File: src/port_host_pkg.sv
/*
 * shared constants and types for the host that drives one port of a
 * two-port shared memory with conflict, mailbox and token-latch logic.
 * assumes a 20 MHz clock; all pin timing is counted in whole cycles.
 */
package port_host_pkg;

   // ----------------------------------------------------------------
   // clock and pin timing
   // ----------------------------------------------------------------
   localparam int CLK_NS        = 50;  // clock period
   localparam int ARB_NS        = 45;  // conflict decision after address/select
   localparam int PULSE_NS      = 50;  // write strobe width, least
   localparam int ACCESS_NS     = 55;  // read data valid after enable
   localparam int HOLD_NS       = 25;  // write hold after conflict release
   localparam int ARB_CYC    = (ARB_NS + CLK_NS - 1) / CLK_NS;     // round up
   localparam int PULSE_CYC  = (PULSE_NS + CLK_NS - 1) / CLK_NS;
   localparam int ACCESS_CYC = (ACCESS_NS + CLK_NS - 1) / CLK_NS;
   localparam int HOLD_CYC   = (HOLD_NS + CLK_NS - 1) / CLK_NS;
   localparam int TMR_W      = 4;                                  // phase timer width

   // ----------------------------------------------------------------
   // address map of the device outside
   // ----------------------------------------------------------------
   localparam int          IDX_W        = 15;        // word index width
   localparam logic [14:0] MAIL_LEFT    = 15'h7FFE;  // box that flags the left side
   localparam logic [14:0] MAIL_RIGHT   = 15'h7FFF;  // box that flags the right side
   localparam int          FLAG_IDX_W   = 3;         // token latch index width
   localparam logic [7:0]  FLAG_HELD    = 8'h00;     // token held by this side
   localparam logic [7:0]  FLAG_CLAIM   = 8'h00;     // write zero: request
   localparam logic [7:0]  FLAG_FREE    = 8'h01;     // write one: release

   // ----------------------------------------------------------------
   // user commands and sequencer states
   // ----------------------------------------------------------------
   typedef enum logic [2:0] {
      OP_READ      = 3'h0,
      OP_WRITE     = 3'h1,
      OP_SEM_CLAIM = 3'h2,
      OP_SEM_FREE  = 3'h3,
      OP_SEM_READ  = 3'h4,
      OP_MAIL_POST = 3'h5,
      OP_MAIL_READ = 3'h6
   } op_t;

   typedef enum logic [2:0] {
      ST_IDLE   = 3'h0,
      ST_SETUP  = 3'h1,
      ST_STROBE = 3'h2,
      ST_HOLD   = 3'h3,
      ST_REST   = 3'h4
   } state_t;

endpackage : port_host_pkg

File: src/phase_timer.sv
/*
 * down counter that times each phase of a port access.
 * assumes load is pulsed on the cycle a phase is entered.
 */
`timescale 1ns/1ps
`default_nettype none
module phase_timer #(
   parameter int W = 4
) (
   input  wire logic         clock_in,   // system clock
   input  wire logic         rst_b_in,   // sync reset, active low
   input  wire logic         load_in,    // start a new phase
   input  wire logic [W-1:0] count_in,   // phase length minus one
   output logic              expired_out // phase is in its last cycle
);
   initial begin
      if (W < 2) $error("phase_timer width too small");
   end

   // ----------------------------------------------------------------
   // counter
   // ----------------------------------------------------------------
   logic [W-1:0] cnt_q;  // cycles left in the phase after this one
   logic [W-1:0] cnt_d;  // next value

   // load wins over counting so back to back phases keep their length
   always_comb begin
      cnt_d = cnt_q;
      if (load_in) begin
         cnt_d = count_in;
      end else if (cnt_q != '0) begin
         cnt_d = cnt_q - W'(1);
      end
   end

   always_ff @(posedge clock_in) begin
      if (!rst_b_in) begin
         cnt_q <= '0;
      end else begin
         cnt_q <= cnt_d;
      end
   end

   assign expired_out = (cnt_q == '0);
endmodule : phase_timer
`default_nettype wire

File: src/port_host.sv
/*
 * host controller for one port of a two-port shared memory: plain word
 * reads and writes, mailbox post and fetch, token-latch claim/free/read.
 * assumes the device pins are synchronous to clock_in and the data bus
 * is resolved outside from data_out/data_oe_n_out.
 */
// How it works
// RULE_01: device compares addresses; conflict only on match
// RULE_02: earlier-settled port wins; later port sees conflict
// RULE_03: master decision ignores read or write
// RULE_04: conflicted port's write is internally gated
// RULE_05: role select picks output or input conflict pins
// RULE_06: master ignores writes while driving conflict low
// RULE_07: slave only inhibits writes from conflict input
// RULE_08: hold slave conflict high; low blocks writes
// RULE_09: address and select settle before write strobe
// RULE_10: only one master when widening the word
// RULE_11: AND all conflict outputs when stacking depth
// RULE_12: right write to 7FFE flags left side
// RULE_13: left read-enable at 7FFE clears left flag
// RULE_14: left write 7FFF flags right; right read clears
// RULE_15: mailbox words stay ordinary storage
// RULE_16: eight latches, bit zero written, reads replicated
// RULE_17: token space: memory deselected, token select low
// RULE_18: zero into free latch grants the token
// RULE_19: zero while other holds becomes pending request
// RULE_20: release with pending request hands token over
// RULE_21: release without request frees the latch
// RULE_22: latch read value held until select/enable drop
// RULE_23: ports act independently, no device clock
`timescale 1ns/1ps
`default_nettype none
module port_host #(
   parameter int         DW          = 8,     // data width
   parameter int         DEPTH_N     = 1,     // devices stacked in depth
   parameter logic       LEFT_SIDE   = 1'b1,  // this host owns the left port
   parameter logic       ROLE_MASTER = 1'b1   // strap for this device's role
) (
   input  wire logic                clock_in,          // 20 MHz clock
   input  wire logic                rst_b_in,          // sync reset, active low
   input  wire logic                cmd_valid_in,      // start a command
   input  wire port_host_pkg::op_t  cmd_op_in,         // command code
   input  wire logic [14:0]         cmd_addr_in,       // word index or latch index
   input  wire logic [DW-1:0]       cmd_wdata_in,      // write data
   input  wire logic                block_writes_in,   // hold slave inhibit low
   output logic                     cmd_ready_out,     // idle, may take a command
   output logic                     done_out,          // one-cycle completion
   output logic [DW-1:0]            rdata_out,         // read result
   output logic                     granted_out,       // token held after claim/read
   output logic                     collided_out,      // last memory write had to wait
   output logic                     mail_pending_out,  // our mail flag is set
   output logic [14:0]              word_index_out,    // address pins
   output logic                     mem_select_n_out,  // memory select, low active
   output logic                     flag_space_select_n_out, // token select, low
   output logic                     rw_n_out,          // low writes
   output logic                     out_enable_n_out,  // low enables read data
   input  wire logic [DW-1:0]       data_in,           // data pins, sampled
   output logic [DW-1:0]            data_out,          // data pins, driven
   output logic                     data_oe_n_out,     // low while we drive data
   input  wire logic [DEPTH_N-1:0]  conflict_n_in,     // conflict outputs, low active
   input  wire logic                mail_flag_n_in,    // our mail flag, low active
   output logic                     role_master_out,   // role strap to device
   output logic                     write_block_n_out  // slave conflict input drive
);
   initial begin
      if (DW != 8) $error("port_host supports an 8-bit data path only");
      if (DEPTH_N < 1) $error("port_host needs at least one device");
   end

   // ----------------------------------------------------------------
   // state
   // ----------------------------------------------------------------
   typedef struct packed {
      port_host_pkg::state_t st;        // sequencer state
      port_host_pkg::op_t    op;        // command in flight
      logic                  wr;        // current phase writes
      logic                  sem_rd;    // claim is in its read-back phase
      logic [14:0]           idx;       // address pins
      logic                  mem_n;     // memory select
      logic                  sem_n;     // token select
      logic                  rw_n;      // write strobe
      logic                  oe_n;      // read enable
      logic [DW-1:0]         dout;      // data driven
      logic                  doe_n;     // data drive enable
      logic [DW-1:0]         rdata;     // captured read data
      logic                  done;      // completion pulse
      logic                  granted;   // token result
      logic                  collided;  // write waited on conflict
      logic                  mail;      // mail pending
      logic                  role;      // role strap
      logic                  blk_n;     // slave inhibit drive
      logic                  rdy;       // idle
   } host_state_t;

   host_state_t s_q;  // registered state
   host_state_t s_d;  // next state

   logic                              tmr_load;     // start a phase
   logic [port_host_pkg::TMR_W-1:0]   tmr_count;    // phase length minus one
   logic                              tmr_expired;  // phase in its last cycle
   logic                              clear_path;   // every stacked device clear

   // ----------------------------------------------------------------
   // helpers
   // ----------------------------------------------------------------
   // phase length in cycles to timer load value
   function automatic logic [port_host_pkg::TMR_W-1:0] span(input int cyc);
      span = port_host_pkg::TMR_W'((cyc < 1 ? 1 : cyc) - 1);
   endfunction : span

   // command touches the token space rather than memory
   function automatic logic is_sem(input port_host_pkg::op_t op);
      is_sem = (op == port_host_pkg::OP_SEM_CLAIM) || (op == port_host_pkg::OP_SEM_FREE) ||
               (op == port_host_pkg::OP_SEM_READ);
   endfunction : is_sem

   // combined conflict of a depth-stacked array
   assign clear_path = &conflict_n_in;  // RULE_11

   phase_timer #(
      .W (port_host_pkg::TMR_W)
   ) u_timer (
      .clock_in    (clock_in),
      .rst_b_in    (rst_b_in),
      .load_in     (tmr_load),
      .count_in    (tmr_count),
      .expired_out (tmr_expired)
   );

   // ----------------------------------------------------------------
   // sequencer
   // ----------------------------------------------------------------
   // pins are derived from the next state so every pin leaves a flop
   always_comb begin
      s_d       = s_q;
      tmr_load  = 1'b0;
      tmr_count = '0;
      s_d.done  = 1'b0;
      s_d.mail  = ~mail_flag_n_in;
      s_d.role  = ROLE_MASTER;         // RULE_10
      s_d.blk_n = ~block_writes_in;    // RULE_08
      case (s_q.st)
         port_host_pkg::ST_IDLE: begin
            if (cmd_valid_in) begin
               s_d.op     = cmd_op_in;
               s_d.sem_rd = 1'b0;
               s_d.wr     = (cmd_op_in == port_host_pkg::OP_WRITE) ||
                            (cmd_op_in == port_host_pkg::OP_MAIL_POST) ||
                            (cmd_op_in == port_host_pkg::OP_SEM_CLAIM) ||
                            (cmd_op_in == port_host_pkg::OP_SEM_FREE);
               // token latches answer to the low index bits only
               s_d.idx    = cmd_addr_in;
               s_d.dout   = cmd_wdata_in;
               if (is_sem(cmd_op_in)) begin
                  s_d.idx = {12'h000, cmd_addr_in[port_host_pkg::FLAG_IDX_W-1:0]}; // RULE_16
               end
               // a claim writes zero, a free writes one, on bit zero
               if (cmd_op_in == port_host_pkg::OP_SEM_CLAIM) begin
                  s_d.dout = port_host_pkg::FLAG_CLAIM;  // RULE_18
               end
               if (cmd_op_in == port_host_pkg::OP_SEM_FREE) begin
                  s_d.dout = port_host_pkg::FLAG_FREE;   // RULE_20
               end
               // post into the partner's box, fetch from our own
               if (cmd_op_in == port_host_pkg::OP_MAIL_POST) begin
                  s_d.idx = LEFT_SIDE ? port_host_pkg::MAIL_RIGHT
                                      : port_host_pkg::MAIL_LEFT;  // RULE_14
               end
               if (cmd_op_in == port_host_pkg::OP_MAIL_READ) begin
                  s_d.idx = LEFT_SIDE ? port_host_pkg::MAIL_LEFT
                                      : port_host_pkg::MAIL_RIGHT; // RULE_13
               end
               s_d.st    = port_host_pkg::ST_SETUP;
               tmr_load  = 1'b1;
               tmr_count = span(port_host_pkg::ARB_CYC);
            end
         end
         port_host_pkg::ST_SETUP: begin
            // wait out the decision; a write that lost keeps waiting
            if (tmr_expired) begin
               if (s_q.wr && !is_sem(s_q.op) && !clear_path) begin
                  s_d.collided = 1'b1;                   // RULE_02
                  tmr_load     = 1'b1;
                  tmr_count    = span(port_host_pkg::HOLD_CYC);
               end else begin
                  s_d.st    = port_host_pkg::ST_STROBE;  // RULE_09
                  tmr_load  = 1'b1;
                  tmr_count = s_q.wr ? span(port_host_pkg::PULSE_CYC)
                                     : span(port_host_pkg::ACCESS_CYC);
               end
            end
         end
         port_host_pkg::ST_STROBE: begin
            if (tmr_expired) begin
               if (!s_q.wr) begin
                  s_d.rdata = data_in;
                  // a held token reads as zero on every bit
                  if (is_sem(s_q.op)) begin
                     s_d.granted = (data_in == port_host_pkg::FLAG_HELD);  // RULE_16
                  end
               end else if (s_q.op == port_host_pkg::OP_SEM_FREE) begin
                  s_d.granted = 1'b0;                    // RULE_21
               end
               s_d.st = port_host_pkg::ST_HOLD;
            end
         end
         port_host_pkg::ST_HOLD: begin
            s_d.st = port_host_pkg::ST_REST;
         end
         port_host_pkg::ST_REST: begin
            // every access ends deselected, so a token read never sticks
            if (s_q.op == port_host_pkg::OP_SEM_CLAIM && !s_q.sem_rd) begin
               s_d.sem_rd = 1'b1;                       // RULE_22
               s_d.wr     = 1'b0;
               s_d.st     = port_host_pkg::ST_SETUP;
               tmr_load   = 1'b1;
               tmr_count  = span(port_host_pkg::ARB_CYC);
            end else begin
               s_d.st   = port_host_pkg::ST_IDLE;
               s_d.done = 1'b1;
            end
         end
         default: begin
            s_d.st = port_host_pkg::ST_IDLE;
         end
      endcase
      if (s_d.st == port_host_pkg::ST_SETUP && s_q.st == port_host_pkg::ST_IDLE &&
          s_d.wr && !is_sem(s_d.op)) begin
         s_d.collided = 1'b0;
      end
      s_d.rdy   = (s_d.st == port_host_pkg::ST_IDLE);
      // pin pattern of the next phase
      s_d.mem_n = 1'b1;
      s_d.sem_n = 1'b1;
      s_d.rw_n  = 1'b1;
      s_d.oe_n  = 1'b1;
      s_d.doe_n = 1'b1;
      if (s_d.st == port_host_pkg::ST_SETUP || s_d.st == port_host_pkg::ST_STROBE ||
          s_d.st == port_host_pkg::ST_HOLD) begin
         s_d.sem_n = ~is_sem(s_d.op);                   // RULE_17
         s_d.mem_n = is_sem(s_d.op);                    // RULE_17
         s_d.doe_n = ~s_d.wr;
      end
      if (s_d.st == port_host_pkg::ST_STROBE) begin
         s_d.rw_n = ~s_d.wr;                            // RULE_04
         s_d.oe_n = s_d.wr;
      end
   end

   always_ff @(posedge clock_in) begin
      if (!rst_b_in) begin
         s_q       <= '0;
         s_q.rdy   <= 1'b1;
         s_q.mem_n <= 1'b1;
         s_q.sem_n <= 1'b1;
         s_q.rw_n  <= 1'b1;
         s_q.oe_n  <= 1'b1;
         s_q.doe_n <= 1'b1;
         s_q.role  <= ROLE_MASTER;
         s_q.blk_n <= 1'b1;
      end else begin
         s_q <= s_d;
      end
   end

   // ----------------------------------------------------------------
   // outputs
   // ----------------------------------------------------------------
   assign cmd_ready_out           = s_q.rdy;
   assign done_out                = s_q.done;
   assign rdata_out               = s_q.rdata;
   assign granted_out             = s_q.granted;
   assign collided_out            = s_q.collided;
   assign mail_pending_out        = s_q.mail;
   assign word_index_out          = s_q.idx;
   assign mem_select_n_out        = s_q.mem_n;
   assign flag_space_select_n_out = s_q.sem_n;
   assign rw_n_out                = s_q.rw_n;
   assign out_enable_n_out        = s_q.oe_n;
   assign data_out                = s_q.dout;
   assign data_oe_n_out           = s_q.doe_n;
   assign role_master_out         = s_q.role;
   assign write_block_n_out       = s_q.blk_n;
endmodule : port_host
`default_nettype wire

File: config.mk
export PLATFORM = sky130hd
export DESIGN_NAME = port_host
export DESIGN_NICKNAME = d
export VERILOG_FILES = /design/src/port_host_pkg.sv /design/src/phase_timer.sv /design/src/port_host.sv
export SDC_FILE = /design/constraint.sdc
export NUM_CORES = 1
export LEC_CHECK = 0
export ABC_AREA = 1
export BUFFER_PORTS_ARGS = -buffer_cell sky130_fd_sc_hd__buf_4
export CAP_MARGIN = 10
export CORE_ASPECT_RATIO = 0.7
export CORE_MARGIN = 2
export CORE_UTILIZATION = 45
export DETAILED_ROUTE_END_ITERATION = 12
export PLACE_DENSITY = 0.72
export SLEW_MARGIN = 20
export SYNTH_ARGS = -nofsm -noshare
export SYNTH_HDL_FRONTEND = slang
export SYNTH_SLANG_ARGS = --single-unit
File: constraint.sdc
create_clock -name clock_in -period 1.8 [get_ports clock_in]
set_input_delay 0.36 -clock clock_in [delete_from_list [all_inputs] [get_ports clock_in]]
set_output_delay 0.36 -clock clock_in [all_outputs]
set_load 0.05 [all_outputs]
==> results.cfg, run 1 <==
[synthesis]
netlist_area_um2 = 2511
ys_seq_area_frac = 0.4305
synth_nets = 384
synth-seq-cells = 54
yosys.area.top_type = dfxtp_1
yosysWarnings = 0
synth_area_leaders = dfxtp_1, buf_4, nand2_1, nor2_1, a21oi_1
syn-instance-count = 342
synth_top_area_share = 0.4305
synth.distinct_cells = 28
synth.avg_cell_area_um2 = 7.343

[sta]
max_freq_mhz = 647.9
hold_ws_ns = 0.1919
grt_setup_unrepaired = no
fin_crit_sh = 0.8575
fin_skew_ns = 0.005420
fin_crit_ns = 1.543
tns_ns = 0
setup_viol = 0
hold_viol_final = 0
slew_viol_final = 0

[final_layout]
fillers = 490
layout_commonest_cell = buf_4
num_antenna_cells = 0
regArea_um2 = 1081
fin_nets = 437
post-route-cell-area_um2 = 3109
drive_gt1_frac = 0.2854
final_cell_mix = buf_4, nand2_1, dfxtp_1
area_growth_pct = 23.82
multi_input_area_um2 = 1017

[run]
maxCapViolCount = 0

[route]
first_pass_iters = 4
wl_per_cell_um = 11.82
drtIter0Drc = 111
vias_per_cell = 4.761
drc_errors = 0
vias = 2228
ant_nets = 0
routed_wl_mm = 5.531

[floorplanning]
io_pins = 83
dieArea_um2 = 6203
fp.dieW_um = 93.29
num_rows = 22
coreArea_um2 = 5313
start_util = 0.4727
die_y_um = 66.50

[cts]
clock_latency_ns = 0.31
clk_pin_slew_ns = 0.10
cts_resized = 0
cts_setup_buffers = 0
htreeDepth = 2
cts_buffers = 5
root_buffer = clkbuf_8
tritoncts = built
cts_buffer_depth = 2
holdBufCountCts = 0
cts.sinks = 54

[worst_setup_path]
crit_arrival_ns = 1.75
slowest_stage = dfxtp_1
crit_path_start_kind = flop
worstPathMaxFanout = 7
worstSetupPathType = flop to flop
crit_buf_inv = 2
cpLargestDelayFamily = simple AND/OR/NAND/NOR gates
rrSetupSlack_ns = 0.26
worst_setup_path_end_kind = flop
crit_required_ns = 2.01
cp_slowest_stage_delay_ns = 0.32
path_cells = inv_1, ha_1, nand2_1, inv_1, nand2_1, nand3_1, o21ai_0, nor2_1

[global_routing]
grt_max_degree = 33
grt_pass1_vias = 2065
grt-ovfl-total = 0
antenna_found_initial = 0
grt_pass1_wl_mm = 9.252
grtUsageTotal = 0.1877

[power_and_ir_drop]
irDropWorstVdd_mv = 0.7051
p_leak_nw = 1.493
powerDensity_nw_per_um2 = 1669

[placed_design]
dp_hpwl_mm = 4.158
gp_congestion = 0.8985
dpl_cell_area_um2 = 2967
port_buffers = 81

[hold_path]
min_path_type = input pin to flop

[status]
status = completed
[path summary, 6_finish.rpt]
path                                                      from                             end  cells after the start
worst max-delay path             u_timer.cnt_q[0]$_SDFFE_PN0P_   u_timer.cnt_q[0]$_SDFFE_PN0P_                      8
worst min-delay path                            mail_flag_n_in     mail_pending_out$_SDFF_PN0_                      2
worst max register to register   u_timer.cnt_q[0]$_SDFFE_PN0P_   u_timer.cnt_q[0]$_SDFFE_PN0P_                      8
worst min register to register  word_index_out[0]$_SDFFE_PN0P_  word_index_out[0]$_SDFFE_PN0P_                      2
[synthesized netlist by cell type]
cell       n
a21oi_1   27
a21oi_4    1
a31oi_1    1
buf_2      2
buf_4     35
buf_6      1
clkbuf_1   5
clkinv_2   1
conb_1     1
dfxtp_1   54
ha_1       2
inv_1     26
inv_2      2
nand2_1   70
nand2_2    4
nand3_1   23
nand3_2    2
nand4_1    4
nor2_1    37
nor2_2     4
nor2_4     1
nor3_1     6
nor4_1     2
o211ai_1   1
o21ai_0   27
o21ai_1    1
o21ai_2    1
xnor2_1    1
[worst register-to-register path, stage by stage, from the launching register on]
cell and delay, ns:
dfxtp_1 0.32, inv_1 0.09, ha_1 0.21, nand2_1 0.14, inv_1 0.14, nand2_1 0.14
nand3_1 0.16, o21ai_0 0.19, nor2_1 0.06
[area by class of cell]
class                           count  share of cell area
Clock buffer                        6             0.02656
Clock inverter                      2             0.01932
Inverter                           29             0.03541
Multi-Input combinational cell    216              0.3272
Sequential cell                    54              0.3477
Tap cell                           72             0.02897
Timing Repair Buffer               89              0.2149
[kinds of logic (layout without fill, tap and decap cells)]
logic type | after synthesis | count (layout) | synth area share
AND/OR/NAND/NOR | 153 | 153 | 0.2651
buffers and inverters | 72 | 126 | 0.1644
AO/OA/AOI/OAI | 59 | 59 | 0.1251
flip-flops | 54 | 54 | 0.4305
adder cells (fa/ha/maj) | 2 | 2 | 0.009964
other | 1 | 1 | 0.001493
XOR/XNOR | 1 | 1 | 0.003488
[sequential cells by signal, indices dropped and copies added, names as in the netlist]
name                     cells
data_out                     8
data_oe_n_out                1
flag_space_select_n_out      1
cmd_ready_out                1
u_timer.cnt_q                4
rw_n_out                     1
word_index_out              15
granted_out                  1
rdata_out                    8
mem_select_n_out             1
done_out                     1
collided_out                 1
write_block_n_out            1
out_enable_n_out             1
s_q                          8
mail_pending_out             1
[per-stage QoR]
| stage | setup slack [ns] | total power (W) | utilization | cells |
|---|---|---|---|---|
| after floorplan | 0.4854 | 0.003776 | - | 342 |
| after global placement | 0.2911 | 0.004182 | 0.5584 | 460 |
| after detailed placement | 0.2695 | 0.004230 | 0.5584 | 460 |
| after CTS | 0.2538 | 0.005223 | 0.5853 | 468 |
| after global routing | 0.04254 | 0.005561 | 0.5853 | 468 |
| final | 0.2566 | 0.005190 | 0.5853 | 468 |
[report_power, final]
| group | switching, W | total (W) | leakage (nW) | internal [W] |
|---|---|---|---|---|
| sequential | 0.000165 | 0.00166 | 0.443 | 0.00150 |
| combinational | 0.00175 | 0.00254 | 0.979 | 0.000789 |
| clock | 0.000396 | 0.000989 | 0.0714 | 0.000593 |
| total | 0.00231 | 0.00519 | 1.49 | 0.00288 |
[metal layers]
metal	wire, um	up-vias	global-route usage	part of all wire
li1	-	1173	-	-
met1	2712	992	0.2600	0.49
met2	2468	58	0.2950	0.45
met3	300	5	0.04186	0.054
met4	49	0	0.05331	0.0089
met5	0	-	0	0
Note: power is estimated with default switching activity, not from simulation.
==> run 2, diff against run 1 <==
--- a/config.mk
+++ b/config.mk
@@ -11,8 +11,10 @@
 export CORE_ASPECT_RATIO = 0.7
 export CORE_MARGIN = 2
 export CORE_UTILIZATION = 45
+export CTS_BUF_LIST = sky130_fd_sc_hd__clkbuf_4 sky130_fd_sc_hd__clkbuf_8 sky130_fd_sc_hd__clkbuf_16
 export DETAILED_ROUTE_END_ITERATION = 12
 export PLACE_DENSITY = 0.72
+export REMOVE_ABC_BUFFERS = 1
 export SLEW_MARGIN = 20
 export SYNTH_ARGS = -nofsm -noshare
 export SYNTH_HDL_FRONTEND = slang
==> results.cfg, run 2 (synthesized netlist as in run 1, its figures left out) <==
[final_layout]
largest_reg_flops = 15
fin_nets = 435
drive_gt1_frac = 0.2799
regArea_um2 = 1081
layout_commonest_cell = buf_4
multi_input_area_um2 = 1017
fillers = 512
area_growth_pct = 21.33
final_cell_mix = buf_4, nand2_1, dfxtp_1
num_antenna_cells = 0

[route]
wl_per_cell_um = 12.51
vias_per_cell = 4.832
first_pass_iters = 4
vias = 2247
drc_errors = 0
routed_wl_mm = 5.816
drtIter0Drc = 91
ant_nets = 0

[worst_setup_path]
crit_required_ns = 1.99
slowest_stage = dfxtp_1
crit_path_start_kind = flop
rrSetupSlack_ns = 0.29
worst-path-stages = 5
worst_setup_path_end_kind = flop
crit_arrival_ns = 1.70
reg2reg_from = s_q[48]$_SDFF_PN0_
crit_buf_inv = 1
r2r_cells = 5
worstPathMaxFanout = 12
crit_start = s_q[48]$_SDFF_PN0_
cp_slowest_stage_delay_ns = 0.35
crit_end = word_index_out[9]$_SDFFE_PN0P_
worstSetupPathType = flop to flop
path_cells = nor2_2, nand3_2, buf_4, nor2_4, a21oi_1
reg2reg_to = word_index_out[9]$_SDFFE_PN0P_
cpLargestDelayFamily = simple AND/OR/NAND/NOR gates

[global_routing]
grt_pass1_wl_mm = 9.183
antenna_found_initial = 0
grtUsageTotal = 0.1858
grt_pass1_vias = 1978
grt-ovfl-total = 0
grt_max_degree = 33

[status]
status = completed

[floorplanning]
num_rows = 22
io_pins = 83
start_util = 0.4727
coreArea_um2 = 5313
fp.dieW_um = 93.29
dieArea_um2 = 6203
die_y_um = 66.50

[placed_design]
dp_hpwl_mm = 4.335
port_buffers = 81
gp_congestion = 0.8311
place_worst_setup_slack_ns = 0.3174

[cts]
cts_setup_buffers = 0
clock_latency_ns = 0.30
cts_buffers = 5
holdBufCountCts = 0
cts_buffer_depth = 2
root_buffer = clkbuf_8
tritoncts = built
cts_resized = 0
htreeDepth = 2
cts.sinks = 54
clk_pin_slew_ns = 0.10

[power_and_ir_drop]
irDropWorstVdd_mv = 0.7274
intPower_w = 0.002560
power.net_switching_w = 0.002326
pwr-share-comb = 0.525
p_leak_nw = 1.462
powerDensity_nw_per_um2 = 1604
power_frac_seq = 0.342
clockPowerShare = 0.132
swShare = 0.4761

[sta]
hold_viol_final = 0
slew_viol_final = 0
setup_viol = 0
max_freq_mhz = 662.2
tns_ns = 0
grt_setup_unrepaired = no
fin_crit_ns = 1.510
fin_crit_sh = 0.8390
fin_skew_ns = 0.007166
setup_ws_ns = 0.2899

[hold_path]
min_path_type = input pin to flop

[run]
maxCapViolCount = 0
==> run 2: power groups by stage <==
stage | clock, W | sequential (W) | combinational [W]
finish | 0.000646 | 0.00167 | 0.00257
global route | 0.000721 | 0.00170 | 0.00278
CTS | 0.000671 | 0.00167 | 0.00256
detailed placement | 0 | 0.00169 | 0.00255
global placement | 0 | 0.00169 | 0.00251
floorplan | 0 | 0.00238 | 0.00108
==> run 2: layout make-up <==
cell class              count  area share
multi-input cells         216      0.3339
well taps                  72     0.02957
inverters                  29     0.03614
clock buffers               5     0.02259
repair buffers             87      0.2185
clock inverters             2    0.004517
flip-flops and latches     54      0.3548
==> run 2: through the flow <==
stage               instances  utilization  area, um2  hold WS, ns  total power, W
floorplan                 299            -       2208       0.4219        0.003466
global placement          458       0.5579       2964       0.4541        0.004197
detailed placement        458       0.5579       2964       0.4554        0.004245
CTS                       465       0.5735       3047       0.1954        0.004895
global route              465       0.5735       3047       0.1974        0.005206
finish                    465       0.5735       3047       0.2025        0.004886
==> run 2: worst min-delay path by stage <==
stage	to	startpoint	cells past startpoint	slack (ns)
CTS	mail_pending_out$_SDFF_PN0_	mail_flag_n_in	2	0.20
finish	mail_pending_out$_SDFF_PN0_	mail_flag_n_in	2	0.20
detailed placement	data_out[4]$_SDFFE_PN0P_	data_out[4]$_SDFFE_PN0P_	2	0.46
floorplan	write_block_n_out$_SDFF_PN1_	block_writes_in	1	0.42
global route	write_block_n_out$_SDFF_PN1_	block_writes_in	2	0.20
global placement	data_out[7]$_SDFFE_PN0P_	data_out[7]$_SDFFE_PN0P_	2	0.45
==> run 2: worst register-to-register path, cell delays in order, from the launching register on <==
cell and delay [ns]:
dfxtp_1 0.35, nor2_2 0.20, nand3_2 0.19, buf_4 0.23, nor2_4 0.30, a21oi_1 0.13
==> run 2: layer usage <==
metal | global-route usage | up-vias | wire length [um]
li1 | - | 1168 | -
met1 | 0.2665 | 987 | 2908
met2 | 0.2833 | 86 | 2390
met3 | 0.04412 | 6 | 480
met4 | 0.04044 | 0 | 38
met5 | 0 | - | 0
